--- src/core/pld_cfg_pkg.sv ---
// constants, field layouts and mode encodings of the configurable logic block
package pld_cfg_pkg;

  // ----------------------------------------------------------------
  // sizes
  // ----------------------------------------------------------------
  localparam int CELLS = 8;
  localparam int ARRAY_IN = 2 * CELLS;
  localparam int PAT_WORDS = 2 * CELLS;
  localparam int SIG_BITS = 64;
  localparam int ADDR_W = 8;

  // ----------------------------------------------------------------
  // register byte offsets
  // ----------------------------------------------------------------
  localparam logic [ADDR_W-1:0] MODE_OFS = 8'h00;
  localparam logic [ADDR_W-1:0] CELLCFG_OFS = 8'h04;
  localparam logic [ADDR_W-1:0] SECURE_OFS = 8'h08;
  localparam logic [ADDR_W-1:0] PRELOAD_OFS = 8'h0c;
  localparam logic [ADDR_W-1:0] STATUS_OFS = 8'h10;
  localparam logic [ADDR_W-1:0] SIG_LO_OFS = 8'h14;
  localparam logic [ADDR_W-1:0] SIG_HI_OFS = 8'h18;
  localparam logic [ADDR_W-1:0] PAT_BASE_OFS = 8'h40;

  // ----------------------------------------------------------------
  // field positions
  // ----------------------------------------------------------------
  localparam int SECURE_BIT = 0;
  localparam int PRELOAD_MASK_LSB = 0;
  localparam int PRELOAD_VAL_LSB = 8;
  localparam int STATUS_SECURE_BIT = 0;
  localparam int STATUS_READY_BIT = 1;
  localparam int STATUS_REGS_LSB = 8;
  localparam int STATUS_MODE_LSB = 16;
  localparam int TERM_TRUE_LSB = 0;
  localparam int TERM_COMP_LSB = 16;

  // ----------------------------------------------------------------
  // encodings
  // ----------------------------------------------------------------
  typedef enum logic [1:0] {
    MODE_SIMPLE = 2'h0,
    MODE_COMPLEX = 2'h1,
    MODE_REGISTERED = 2'h2
  } arch_mode_e;

  typedef enum logic [1:0] {
    CELL_REG_OUT = 2'h0,
    CELL_COMB_IO = 2'h1,
    CELL_COMB_OUT = 2'h2,
    CELL_INPUT = 2'h3
  } cell_cfg_e;

  localparam logic [1:0] MODE_RESERVED = 2'h3;
  localparam logic [1:0] RESP_OKAY = 2'h0;
  localparam logic [1:0] RESP_SLVERR = 2'h2;

  // ----------------------------------------------------------------
  // reset values
  // ----------------------------------------------------------------
  localparam logic [1:0] MODE_RST = 2'h0;
  localparam logic [15:0] CELLCFG_RST = 16'hffff;
  localparam logic [31:0] PAT_RST = 32'h0000_0000;
  localparam logic [31:0] SIG_RST = 32'h0000_0000;

  // ----------------------------------------------------------------
  // timing
  // ----------------------------------------------------------------
  localparam int CLK_MHZ = 200;
  localparam int POR_TYP_NS = 600;
  localparam int POR_MAX_NS = 1000;
  localparam int POR_CYCLES = (POR_MAX_NS * CLK_MHZ + 999) / 1000;
  localparam int POR_CNT_W = $clog2(POR_CYCLES + 1);

endpackage : pld_cfg_pkg

--- src/core/pin_sync.sv ---
// pad model with weak pull-up followed by a two-stage synchroniser
module pin_sync #(
  parameter int WIDTH = 1
) (
  // clock and reset
  input wire logic clock_in,
  input wire logic rst_b_in,
  // pad side
  input wire logic [WIDTH-1:0] level_in,
  input wire logic [WIDTH-1:0] driven_in,
  // core side
  output logic [WIDTH-1:0] level_out
);

  logic [WIDTH-1:0] pad_level;
  logic [WIDTH-1:0] meta_q;
  logic [WIDTH-1:0] sync_q;

  // an undriven pad floats high; an external driver wins
  assign pad_level = (driven_in & level_in) | ~driven_in;

  always_ff @(posedge clock_in or negedge rst_b_in) begin
    if (!rst_b_in) begin
      meta_q <= '1;
      sync_q <= '1;
    end else begin
      meta_q <= pad_level;
      sync_q <= meta_q;
    end
  end

  assign level_out = sync_q;

endmodule : pin_sync

--- src/core/pld_core.sv ---
// configurable eight-macrocell logic block with power-up reset, preload and security
//
// Notes on behaviour
// - after the power-up reset every macrocell register is forced low, no reset pin involved.
// - registered outputs are the inverted register, so they show high right after power-up reset.
// - each macrocell register can be preloaded individually to high or low.
// - once the security fuse is set, pattern readback and preload are refused.
// - a 64-bit user signature stays readable and writable whether or not the fuse is set.
// - each macrocell is a registered output, combinatorial I/O, combinatorial output or dedicated input.
// - the block runs in exactly one of three global modes: registered, complex or simple.
// - in registered mode registered outputs use the output-enable pin and clock pin; comb outputs a term.
module pld_core
  import pld_cfg_pkg::*;
#(
  parameter int NUM_CELLS = pld_cfg_pkg::CELLS
) (
  // clock and reset
  input wire logic clock_in,
  input wire logic rst_b_in,
  // axi4-lite write address
  input wire logic awvalid_in,
  output logic awready_out,
  input wire logic [pld_cfg_pkg::ADDR_W-1:0] awaddr_in,
  // axi4-lite write data
  input wire logic wvalid_in,
  output logic wready_out,
  input wire logic [31:0] wdata_in,
  input wire logic [3:0] wstrb_in,
  // axi4-lite write response
  output logic bvalid_out,
  input wire logic bready_in,
  output logic [1:0] bresp_out,
  // axi4-lite read address
  input wire logic arvalid_in,
  output logic arready_out,
  input wire logic [pld_cfg_pkg::ADDR_W-1:0] araddr_in,
  // axi4-lite read data
  output logic rvalid_out,
  input wire logic rready_in,
  output logic [31:0] rdata_out,
  output logic [1:0] rresp_out,
  // dedicated input pins
  input wire logic [pld_cfg_pkg::CELLS-1:0] ded_pin_in,
  input wire logic [pld_cfg_pkg::CELLS-1:0] ded_pin_driven_in,
  // common clock and output-enable pins
  input wire logic pld_clk_pin_in,
  input wire logic pld_clk_driven_in,
  input wire logic oe_b_pin_in,
  input wire logic oe_b_driven_in,
  // macrocell i/o pins
  input wire logic [pld_cfg_pkg::CELLS-1:0] io_pin_in,
  input wire logic [pld_cfg_pkg::CELLS-1:0] io_pin_driven_in,
  output logic [pld_cfg_pkg::CELLS-1:0] io_pin_out,
  output logic [pld_cfg_pkg::CELLS-1:0] io_pin_oe_out,
  // status
  output logic powerup_done_out
);
  import pld_cfg_pkg::*;

  if (NUM_CELLS != CELLS) begin : g_cells_check
    $error("pld_core supports exactly eight macrocells");
  end

  // ----------------------------------------------------------------
  // helper functions
  // ----------------------------------------------------------------
  function automatic logic [31:0] merge_strb(input logic [31:0] old_v, input logic [31:0] new_v,
                                             input logic [3:0] strb);
    logic [31:0] res;
    res = old_v;
    for (int b = 0; b < 4; b++) begin
      if (strb[b]) begin
        res[8*b +: 8] = new_v[8*b +: 8];
      end
    end
    return res;
  endfunction : merge_strb

  // product term: every selected true input high and every selected complement input low
  function automatic logic term_eval(input logic [31:0] word, input logic [ARRAY_IN-1:0] arr);
    logic t;
    logic c;
    t = &(~word[TERM_TRUE_LSB +: ARRAY_IN] | arr);
    c = &(~word[TERM_COMP_LSB +: ARRAY_IN] | ~arr);
    return t & c;
  endfunction : term_eval

  function automatic logic pat_addr(input logic [ADDR_W-1:0] a);
    return (a >= PAT_BASE_OFS) && (a < PAT_BASE_OFS + 8'(4 * PAT_WORDS)) && (a[1:0] == 2'h0);
  endfunction : pat_addr

  // ----------------------------------------------------------------
  // pin inputs
  // ----------------------------------------------------------------
  logic [CELLS-1:0] ded_sync;
  logic [CELLS-1:0] io_sync;
  logic clk_pin_sync;
  logic oe_b_sync;
  logic clk_pin_prev_q;
  logic clk_rise;

  pin_sync #(.WIDTH(CELLS)) u_ded_sync (
    .clock_in(clock_in),
    .rst_b_in(rst_b_in),
    .level_in(ded_pin_in),
    .driven_in(ded_pin_driven_in),
    .level_out(ded_sync)
  );

  pin_sync #(.WIDTH(CELLS)) u_io_sync (
    .clock_in(clock_in),
    .rst_b_in(rst_b_in),
    .level_in(io_pin_in),
    .driven_in(io_pin_driven_in),
    .level_out(io_sync)
  );

  pin_sync #(.WIDTH(2)) u_ctl_sync (
    .clock_in(clock_in),
    .rst_b_in(rst_b_in),
    .level_in({pld_clk_pin_in, oe_b_pin_in}),
    .driven_in({pld_clk_driven_in, oe_b_driven_in}),
    .level_out({clk_pin_sync, oe_b_sync})
  );

  assign clk_rise = clk_pin_sync & ~clk_pin_prev_q;

  // ----------------------------------------------------------------
  // state
  // ----------------------------------------------------------------
  logic [1:0] mode_q;
  logic [15:0] cellcfg_q;
  logic secure_q;
  logic [31:0] sig_q [2];
  logic [31:0] pat_q [PAT_WORDS];
  logic [CELLS-1:0] cell_q;
  logic [CELLS-1:0] cell_d;
  logic [POR_CNT_W-1:0] por_cnt_q;
  logic por_done;
  logic [CELLS-1:0] io_out_q;
  logic [CELLS-1:0] io_out_d;
  logic [CELLS-1:0] io_oe_q;
  logic [CELLS-1:0] io_oe_d;

  // the power-up reset interval runs after release; clock pin edges are ignored meanwhile
  assign por_done = (por_cnt_q == POR_CNT_W'(POR_CYCLES));

  // ----------------------------------------------------------------
  // logic array and macrocells
  // ----------------------------------------------------------------
  logic [CELLS-1:0] is_reg;
  logic [CELLS-1:0] is_input;
  logic [CELLS-1:0] feedback;
  logic [ARRAY_IN-1:0] array_in;
  logic [CELLS-1:0] sum_term;
  logic [CELLS-1:0] oe_term;

  for (genvar i = 0; i < CELLS; i++) begin : g_cell
    wire [1:0] cfg = cellcfg_q[2*i +: 2];
    // a registered cell only exists in registered mode; elsewhere it acts as comb i/o
    assign is_reg[i] = (mode_q == MODE_REGISTERED) && (cfg == CELL_REG_OUT);
    assign is_input[i] = (cfg == CELL_INPUT);
    assign feedback[i] = is_reg[i] ? cell_q[i] : io_sync[i];
    assign sum_term[i] = term_eval(pat_q[i], array_in);
    assign oe_term[i] = term_eval(pat_q[CELLS + i], array_in);
    assign io_out_d[i] = is_reg[i] ? ~cell_q[i] : sum_term[i];
    assign io_oe_d[i] = is_input[i] ? 1'b0 :
                        is_reg[i] ? ~oe_b_sync :
                        (mode_q == MODE_SIMPLE) ? 1'b1 : oe_term[i];
  end

  assign array_in = {feedback, ded_sync};

  // ----------------------------------------------------------------
  // axi4-lite write channel
  // ----------------------------------------------------------------
  logic aw_have_q;
  logic [ADDR_W-1:0] aw_addr_q;
  logic w_have_q;
  logic [31:0] w_data_q;
  logic [3:0] w_strb_q;
  logic bvalid_q;
  logic [1:0] bresp_q;
  logic do_write;
  logic [31:0] wr_old;
  logic [31:0] wr_val;
  logic wr_mode;
  logic wr_cellcfg;
  logic wr_secure;
  logic wr_preload;
  logic wr_sig_lo;
  logic wr_sig_hi;
  logic wr_pat;
  logic wr_mapped;
  logic wr_err;
  logic preload_go;
  logic [3:0] wr_pat_idx;
  logic [CELLS-1:0] pl_mask;
  logic [CELLS-1:0] pl_val;

  assign awready_out = ~aw_have_q;
  assign wready_out = ~w_have_q;
  assign do_write = aw_have_q & w_have_q & ~bvalid_q;
  assign wr_pat_idx = 4'((aw_addr_q - PAT_BASE_OFS) >> 2);
  assign wr_mode = do_write && (aw_addr_q == MODE_OFS);
  assign wr_cellcfg = do_write && (aw_addr_q == CELLCFG_OFS);
  assign wr_secure = do_write && (aw_addr_q == SECURE_OFS);
  assign wr_preload = do_write && (aw_addr_q == PRELOAD_OFS);
  assign wr_sig_lo = do_write && (aw_addr_q == SIG_LO_OFS);
  assign wr_sig_hi = do_write && (aw_addr_q == SIG_HI_OFS);
  assign wr_pat = do_write && pat_addr(aw_addr_q);
  assign wr_mapped = wr_mode | wr_cellcfg | wr_secure | wr_preload | wr_sig_lo | wr_sig_hi | wr_pat |
                     (aw_addr_q == STATUS_OFS);
  assign wr_err = ~wr_mapped | (wr_preload & secure_q);
  assign preload_go = wr_preload & ~secure_q;
  assign wr_old = wr_mode ? {30'h0, mode_q} :
                  wr_cellcfg ? {16'h0, cellcfg_q} :
                  wr_sig_lo ? sig_q[0] :
                  wr_sig_hi ? sig_q[1] :
                  wr_pat ? pat_q[wr_pat_idx] : 32'h0;
  assign wr_val = merge_strb(wr_old, w_data_q, w_strb_q);
  assign pl_mask = wr_val[PRELOAD_MASK_LSB +: CELLS];
  assign pl_val = wr_val[PRELOAD_VAL_LSB +: CELLS];

  always_ff @(posedge clock_in or negedge rst_b_in) begin
    if (!rst_b_in) begin
      aw_have_q <= 1'b0;
      aw_addr_q <= '0;
      w_have_q <= 1'b0;
      w_data_q <= 32'h0;
      w_strb_q <= 4'h0;
      bvalid_q <= 1'b0;
      bresp_q <= RESP_OKAY;
    end else begin
      if (awvalid_in && !aw_have_q) begin
        aw_have_q <= 1'b1;
        aw_addr_q <= awaddr_in;
      end else if (do_write) begin
        aw_have_q <= 1'b0;
      end
      if (wvalid_in && !w_have_q) begin
        w_have_q <= 1'b1;
        w_data_q <= wdata_in;
        w_strb_q <= wstrb_in;
      end else if (do_write) begin
        w_have_q <= 1'b0;
      end
      if (do_write) begin
        bvalid_q <= 1'b1;
        bresp_q <= wr_err ? RESP_SLVERR : RESP_OKAY;
      end else if (bready_in) begin
        bvalid_q <= 1'b0;
      end
    end
  end

  assign bvalid_out = bvalid_q;
  assign bresp_out = bresp_q;

  // ----------------------------------------------------------------
  // configuration registers
  // ----------------------------------------------------------------
  always_ff @(posedge clock_in or negedge rst_b_in) begin
    if (!rst_b_in) begin
      mode_q <= MODE_RST;
      cellcfg_q <= CELLCFG_RST;
      secure_q <= 1'b0;
      sig_q[0] <= SIG_RST;
      sig_q[1] <= SIG_RST;
      for (int k = 0; k < PAT_WORDS; k++) begin
        pat_q[k] <= PAT_RST;
      end
    end else begin
      if (wr_mode && wr_val[1:0] != MODE_RESERVED) begin
        mode_q <= wr_val[1:0];
      end
      if (wr_cellcfg) begin
        cellcfg_q <= wr_val[15:0];
      end
      if (wr_secure && wr_val[SECURE_BIT]) begin
        secure_q <= 1'b1;
      end
      if (wr_sig_lo) begin
        sig_q[0] <= wr_val;
      end
      if (wr_sig_hi) begin
        sig_q[1] <= wr_val;
      end
      if (wr_pat) begin
        pat_q[wr_pat_idx] <= wr_val;
      end
    end
  end

  // ----------------------------------------------------------------
  // macrocell registers and pin drivers
  // ----------------------------------------------------------------
  assign cell_d = !por_done ? '0 :
                  preload_go ? ((cell_q & ~pl_mask) | (pl_val & pl_mask)) :
                  clk_rise ? sum_term : cell_q;

  always_ff @(posedge clock_in or negedge rst_b_in) begin
    if (!rst_b_in) begin
      cell_q <= '0;
      clk_pin_prev_q <= 1'b1;
      por_cnt_q <= '0;
      io_out_q <= '1;
      io_oe_q <= '0;
    end else begin
      cell_q <= cell_d;
      clk_pin_prev_q <= clk_pin_sync;
      por_cnt_q <= por_done ? por_cnt_q : por_cnt_q + POR_CNT_W'(1);
      io_out_q <= io_out_d;
      io_oe_q <= io_oe_d;
    end
  end

  assign io_pin_out = io_out_q;
  assign io_pin_oe_out = io_oe_q;
  assign powerup_done_out = por_done;

  // ----------------------------------------------------------------
  // axi4-lite read channel
  // ----------------------------------------------------------------
  logic rvalid_q;
  logic [31:0] rdata_q;
  logic [1:0] rresp_q;
  logic rd_take;
  logic rd_is_pat;
  logic rd_mapped;
  logic rd_err;
  logic [3:0] rd_pat_idx;
  logic [31:0] rd_status;
  logic [31:0] rd_val;

  assign arready_out = ~rvalid_q;
  assign rd_take = arvalid_in & ~rvalid_q;
  assign rd_is_pat = pat_addr(araddr_in);
  assign rd_pat_idx = 4'((araddr_in - PAT_BASE_OFS) >> 2);
  assign rd_status = {14'h0, mode_q, cell_q, 6'h0, por_done, secure_q};
  assign rd_mapped = rd_is_pat || (araddr_in == MODE_OFS) || (araddr_in == CELLCFG_OFS) ||
                     (araddr_in == SECURE_OFS) || (araddr_in == PRELOAD_OFS) || (araddr_in == STATUS_OFS) ||
                     (araddr_in == SIG_LO_OFS) || (araddr_in == SIG_HI_OFS);
  assign rd_err = ~rd_mapped | (rd_is_pat & secure_q);
  assign rd_val = rd_err ? 32'h0 :
                  rd_is_pat ? pat_q[rd_pat_idx] :
                  (araddr_in == MODE_OFS) ? {30'h0, mode_q} :
                  (araddr_in == CELLCFG_OFS) ? {16'h0, cellcfg_q} :
                  (araddr_in == SECURE_OFS) ? {31'h0, secure_q} :
                  (araddr_in == STATUS_OFS) ? rd_status :
                  (araddr_in == SIG_LO_OFS) ? sig_q[0] :
                  (araddr_in == SIG_HI_OFS) ? sig_q[1] : 32'h0;

  always_ff @(posedge clock_in or negedge rst_b_in) begin
    if (!rst_b_in) begin
      rvalid_q <= 1'b0;
      rdata_q <= 32'h0;
      rresp_q <= RESP_OKAY;
    end else begin
      if (rd_take) begin
        rvalid_q <= 1'b1;
        rdata_q <= rd_val;
        rresp_q <= rd_err ? RESP_SLVERR : RESP_OKAY;
      end else if (rready_in) begin
        rvalid_q <= 1'b0;
      end
    end
  end

  assign rvalid_out = rvalid_q;
  assign rdata_out = rdata_q;
  assign rresp_out = rresp_q;

endmodule : pld_core

--- config.mk ---
export PLATFORM = sky130hd
export DESIGN_NAME = pld_core
export DESIGN_NICKNAME = d
export VERILOG_FILES = /design/src/core/pld_cfg_pkg.sv /design/src/core/pin_sync.sv /design/src/core/pld_core.sv
export SDC_FILE = /design/constraint.sdc
export NUM_CORES = 2
export LEC_CHECK = 0
export BUFFER_PORTS_ARGS = -buffer_cell sky130_fd_sc_hd__buf_2
export CORE_ASPECT_RATIO = 0.5
export CORE_MARGIN = 1.5
export CORE_UTILIZATION = 50
export CTS_BUF_LIST = sky130_fd_sc_hd__clkbuf_8
export DETAILED_ROUTE_END_ITERATION = 12
export PLACE_DENSITY = 0.65
export SLEW_MARGIN = 20
export SYNTH_ARGS = -nofsm -noshare
export SYNTH_HDL_FRONTEND = slang
export SYNTH_SLANG_ARGS = --single-unit
--- constraint.sdc ---
create_clock -name clock_in -period 9 [get_ports clock_in]
set_input_delay 2.7 -clock clock_in [delete_from_list [all_inputs] [get_ports clock_in]]
set_output_delay 2.7 -clock clock_in [all_outputs]
set_load 0.01 [all_outputs]
==> results.md <==
- Num CTS Buffers: 107
- Ys flop type: dfrtp_1
- Initial antenna violation count: 15
- Starting Density: between 50% and 60%
- CP Capture Type: primary output
- Vias: 33650
- Global-route wire length before repair: approximately 240000 um
- Clk pin slew, worst setup/hold paths: 70 ps
- Rows: 72
- Final Wtd Congestion: 1.051
- CP max stage cell: or4b_2
- Syn_area_per_cell: 10.95 sq um
- Max Cap Violations: 0
- Total track usage: 41.50%
- Worst Path Arrival: 2870 ps
- Clk sinks: approximately 750
- Pre-antenna DRT Iters: 10
- Skew-Pair Late Insertion Delay: 850 ps
- Die X: 401.4 um
- Min Clock Period, post-route: 5575 ps
- Vias in the first global route: 31430
- Iter 0 DRT Violations: 5741
- Postcts setup bufs: 0
- CP cell instances: inv_1, ha_1, nand4b_1, or4b_2, clkinv_1, buf_2
- Total wire length: 167300 um
- Global route overflow: 0
- Root buffer cell: clkbuf_8
- Worst-path fanout max: 10
- Die area: just over 80000 sq um
- FFs w/ async S/R, synth: 100.0%
- Fin area: 43350 sq um
- Final ANT Viol Nets: 0
- Layout area overhead: 9.263%
- Vias per cell: 7.082
- Hpwl dp: 114900 um
- Layout cells sized above 1: 23.44%
- Die height: 202.2 um
- Seq/Total Area, Yosys: between 40 and 50%
- Leakage: ~18 nW
- Count of unique library cells instantiated by Yosys: 72
- Worst Skew: 33.45 ps
- Instance area at placement: 41110 sq um
- Final Max Tran Viols: 0
- Post-cts gate resize count: 0
- Number of top-level pins: 153
- Port Buffer Count: 150
- Largest net degree at the start of global routing: 185
- Critical Setup Path Class: reg -> out
- Number of synthesized flops with an enable pin: 0
- Worst Path Buf+Inv: 3
- Setup TNS Final: 0 ps
- Worst Hold Class: reg -> reg
- Slowest cell delay on critical path: 830 ps
- Peak supply drop: 0.1574 mV
- Crit share post-route: 61.94%
- Longest Clk Path Bufs: 3
- RSZ-0062 raised after global routing: false
- Final setup viols: 0
- Mapped cell area: between 30000 and 40000 sq um
- WL/cell: roughly 35 um
- Core area: just under 80000 sq um
- Pwr dens: ~280 nW/um^2
- CP Launch Type: register
- Status: complete, no violations
- CTS tree: yes
- Final Hold Fails: 0
- Peak Freq: between 150 and 200 MHz
- Relative slew slack: 18.54%
- Filler instances: 6673
- Synth Warn #: 0
- CP Data Required Time: 6300 ps
- Final #Nets: roughly 3700
- Flops & latches, synth: 746
- Tightest Pin Transition: 1191 ps
- Htree depth: 3
- Cell count after synthesis: 3622
- # hold bufs at CTS: 0
- Top delay family on crit path: simple AND/OR/NAND/NOR gates
- DRC violations left: 0
==> layer usage <==
metal  wire length [um]  vias to the layer above  share of wire [%]  GRT usage, %
li1                   -                    13450                  -             -
met1              61280                    16770                 37         54.51
met2              66490                     2826                 40         55.52
met3              29590                      581                 18         22.84
met4               9682                       20                5.8         19.45
met5                232                        -               0.14             0
==> worst register-to-register path: cells and delay by family, from the launching register on <==
family	cells	cell delay (ps)
compound gates	5	2090
buf+inv	2	1490
mux	1	770
flops	1	710
==> flip-flops by register name, indices dropped and copies added, names as in the netlist, 2 cells and up <==
name	flops
io_pin_oe_out	8
por_cnt_q	8
mode_q	2
cell_q	8
sig_q	64
w_strb_q	4
u_ctl_sync.meta_q	2
rdata_out	32
pat_q	512
u_io_sync.level_out	8
aw_addr_q	8
u_io_sync.meta_q	8
u_ded_sync.meta_q	8
u_ctl_sync.level_out	2
io_pin_out	8
u_ded_sync.level_out	8
cellcfg_q	16
w_data_q	32
==> per-stage QoR <==
step | hold slack [ps] | utilization, % | cells | worst slack, ps | power (W)
5_1_grt | 351.6 | 55.60 | 4743 | 3328 | 0.01226
2_1_floorplan | 345.2 | - | 3623 | 3764 | 0.006940
6_report | 349.8 | 55.63 | 4751 | 3425 | 0.01195
3_5_place_dp | 347.0 | 52.76 | 4549 | 3177 | 0.008840
4_1_cts | 354.9 | 55.56 | 4743 | 3378 | 0.01164
3_3_place_gp | 346.6 | 52.74 | 4549 | 3237 | 0.008775
==> layout by cell type (no fill, tap or decap), types with 9 or more instances in the layout <==
| cell type | instances |
|---|---|
| dfrtp_1 | 682 |
| nand2_1 | 665 |
| o21ai_0 | 590 |
| mux4_2 | 307 |
| buf_2 | 147 |
| clkbuf_8 | 139 |
| mux2i_1 | 137 |
| nor2_1 | 103 |
| a21oi_1 | 81 |
| buf_4 | 70 |
| inv_1 | 66 |
| dfstp_2 | 61 |
| mux2_2 | 58 |
| a222oi_1 | 52 |
| a22o_1 | 48 |
| nand3_1 | 40 |
| a221oi_1 | 35 |
| nand2b_1 | 33 |
| a22oi_1 | 33 |
| nor3_1 | 33 |
| nand4_1 | 32 |
| nor2b_1 | 21 |
| o21ai_1 | 21 |
| a2111oi_0 | 17 |
| a31oi_1 | 12 |
| a21o_1 | 12 |
| o211ai_1 | 11 |
| and2_1 | 11 |
| and3_1 | 11 |
| clkinv_2 | 11 |
| nand2_2 | 10 |
| a221o_1 | 9 |
| a32oi_1 | 9 |
| a21oi_2 | 9 |
==> area by class of cell <==
class                      count  area [sq um]  area share [%]
clock buffer                 138          1899           4.382
timing repair buffer         224          1381           3.187
antenna                        8         20.02         0.04618
inverter                      28         105.1          0.2425
tap                         1036          1296           2.990
multi-input combinational   2515         19610           45.23
clock inverter                56         285.3          0.6581
sequential                   746         18750           43.26
==> cells in the mapped netlist, types with 6 or more instances <==
master	instances	area [sq um]
dfrtp_1	685	17140
nand2_1	682	2560
o21ai_0	591	2958
mux4_2	307	6914
clkbuf_1	245	919.6
mux2i_1	143	1431
nor2_1	105	394.1
a21oi_1	88	440.4
dfstp_2	61	1603
mux2_2	58	653.1
a222oi_1	52	520.5
a22o_1	48	420.4
nand3_1	41	205.2
a221oi_1	35	306.5
buf_1	35	131.4
buf_2	35	175.2
nor3_1	34	170.2
a22oi_1	33	247.7
nand2b_1	33	206.5
nand4_1	32	200.2
inv_1	25	93.84
nor2b_1	23	143.9
o21ai_1	20	100.1
a2111oi_0	18	157.7
a21o_1	12	90.09
a31oi_1	12	75.07
and3_1	12	75.07
and2_1	11	68.82
buf_4	11	82.58
o211ai_1	11	82.58
nor4_1	10	62.56
a221o_1	9	90.09
a32oi_1	9	78.83
o21a_1	8	60.06
buf_6	7	78.83
or4b_2	7	70.07
xnor2_1	6	52.55
==> final timing paths <==
path	slack, ps	cells past startpoint	to	startpoint
worst min-delay path	350	0	u_ded_sync.level_out[3]$_DFF_PN1_	u_ded_sync.meta_q[3]$_DFF_PN1_
min in group asynchronous	1840	1	w_data_q[28]$_DFFE_PN0P_	rst_b_in
worst max-delay path	3430	6	powerup_done_out	por_cnt_q[0]$_DFFE_PN0P_
worst min register to register	350	0	u_ded_sync.level_out[3]$_DFF_PN1_	u_ded_sync.meta_q[3]$_DFF_PN1_
worst max register to register	3770	8	pat_q[453]$_DFFE_PN0P_	aw_addr_q[2]$_DFFE_PN0P_
max in group asynchronous	5510	2	io_pin_oe_out[2]$_DFF_PN0_	rst_b_in
==> kinds of logic (layout without fill, tap and decap cells) <==
| group | Yosys count | count (layout) | share of synthesized area (%) |
|---|---|---|---|
| simple gates | 1016 | 1016 | 11.07 |
| fa+ha+maj | 2 | 2 | 0.06307 |
| other cells | 1 | 10 | 0.009453 |
| flops | 746 | 746 | 47.25 |
| buf+inv | 362 | 446 | 3.775 |
| compound gates | 977 | 977 | 14.91 |
| mux | 510 | 510 | 22.75 |
| xor+xnor | 8 | 8 | 0.1766 |
==> report_power, final <==
part	internal [W]	switching, W	total, W
combinational	0.00146	0.00275	0.00421
clock	0.00142	0.00143	0.00285
sequential	0.00394	0.000949	0.00488
Note: power is estimated with default switching activity, not from simulation.
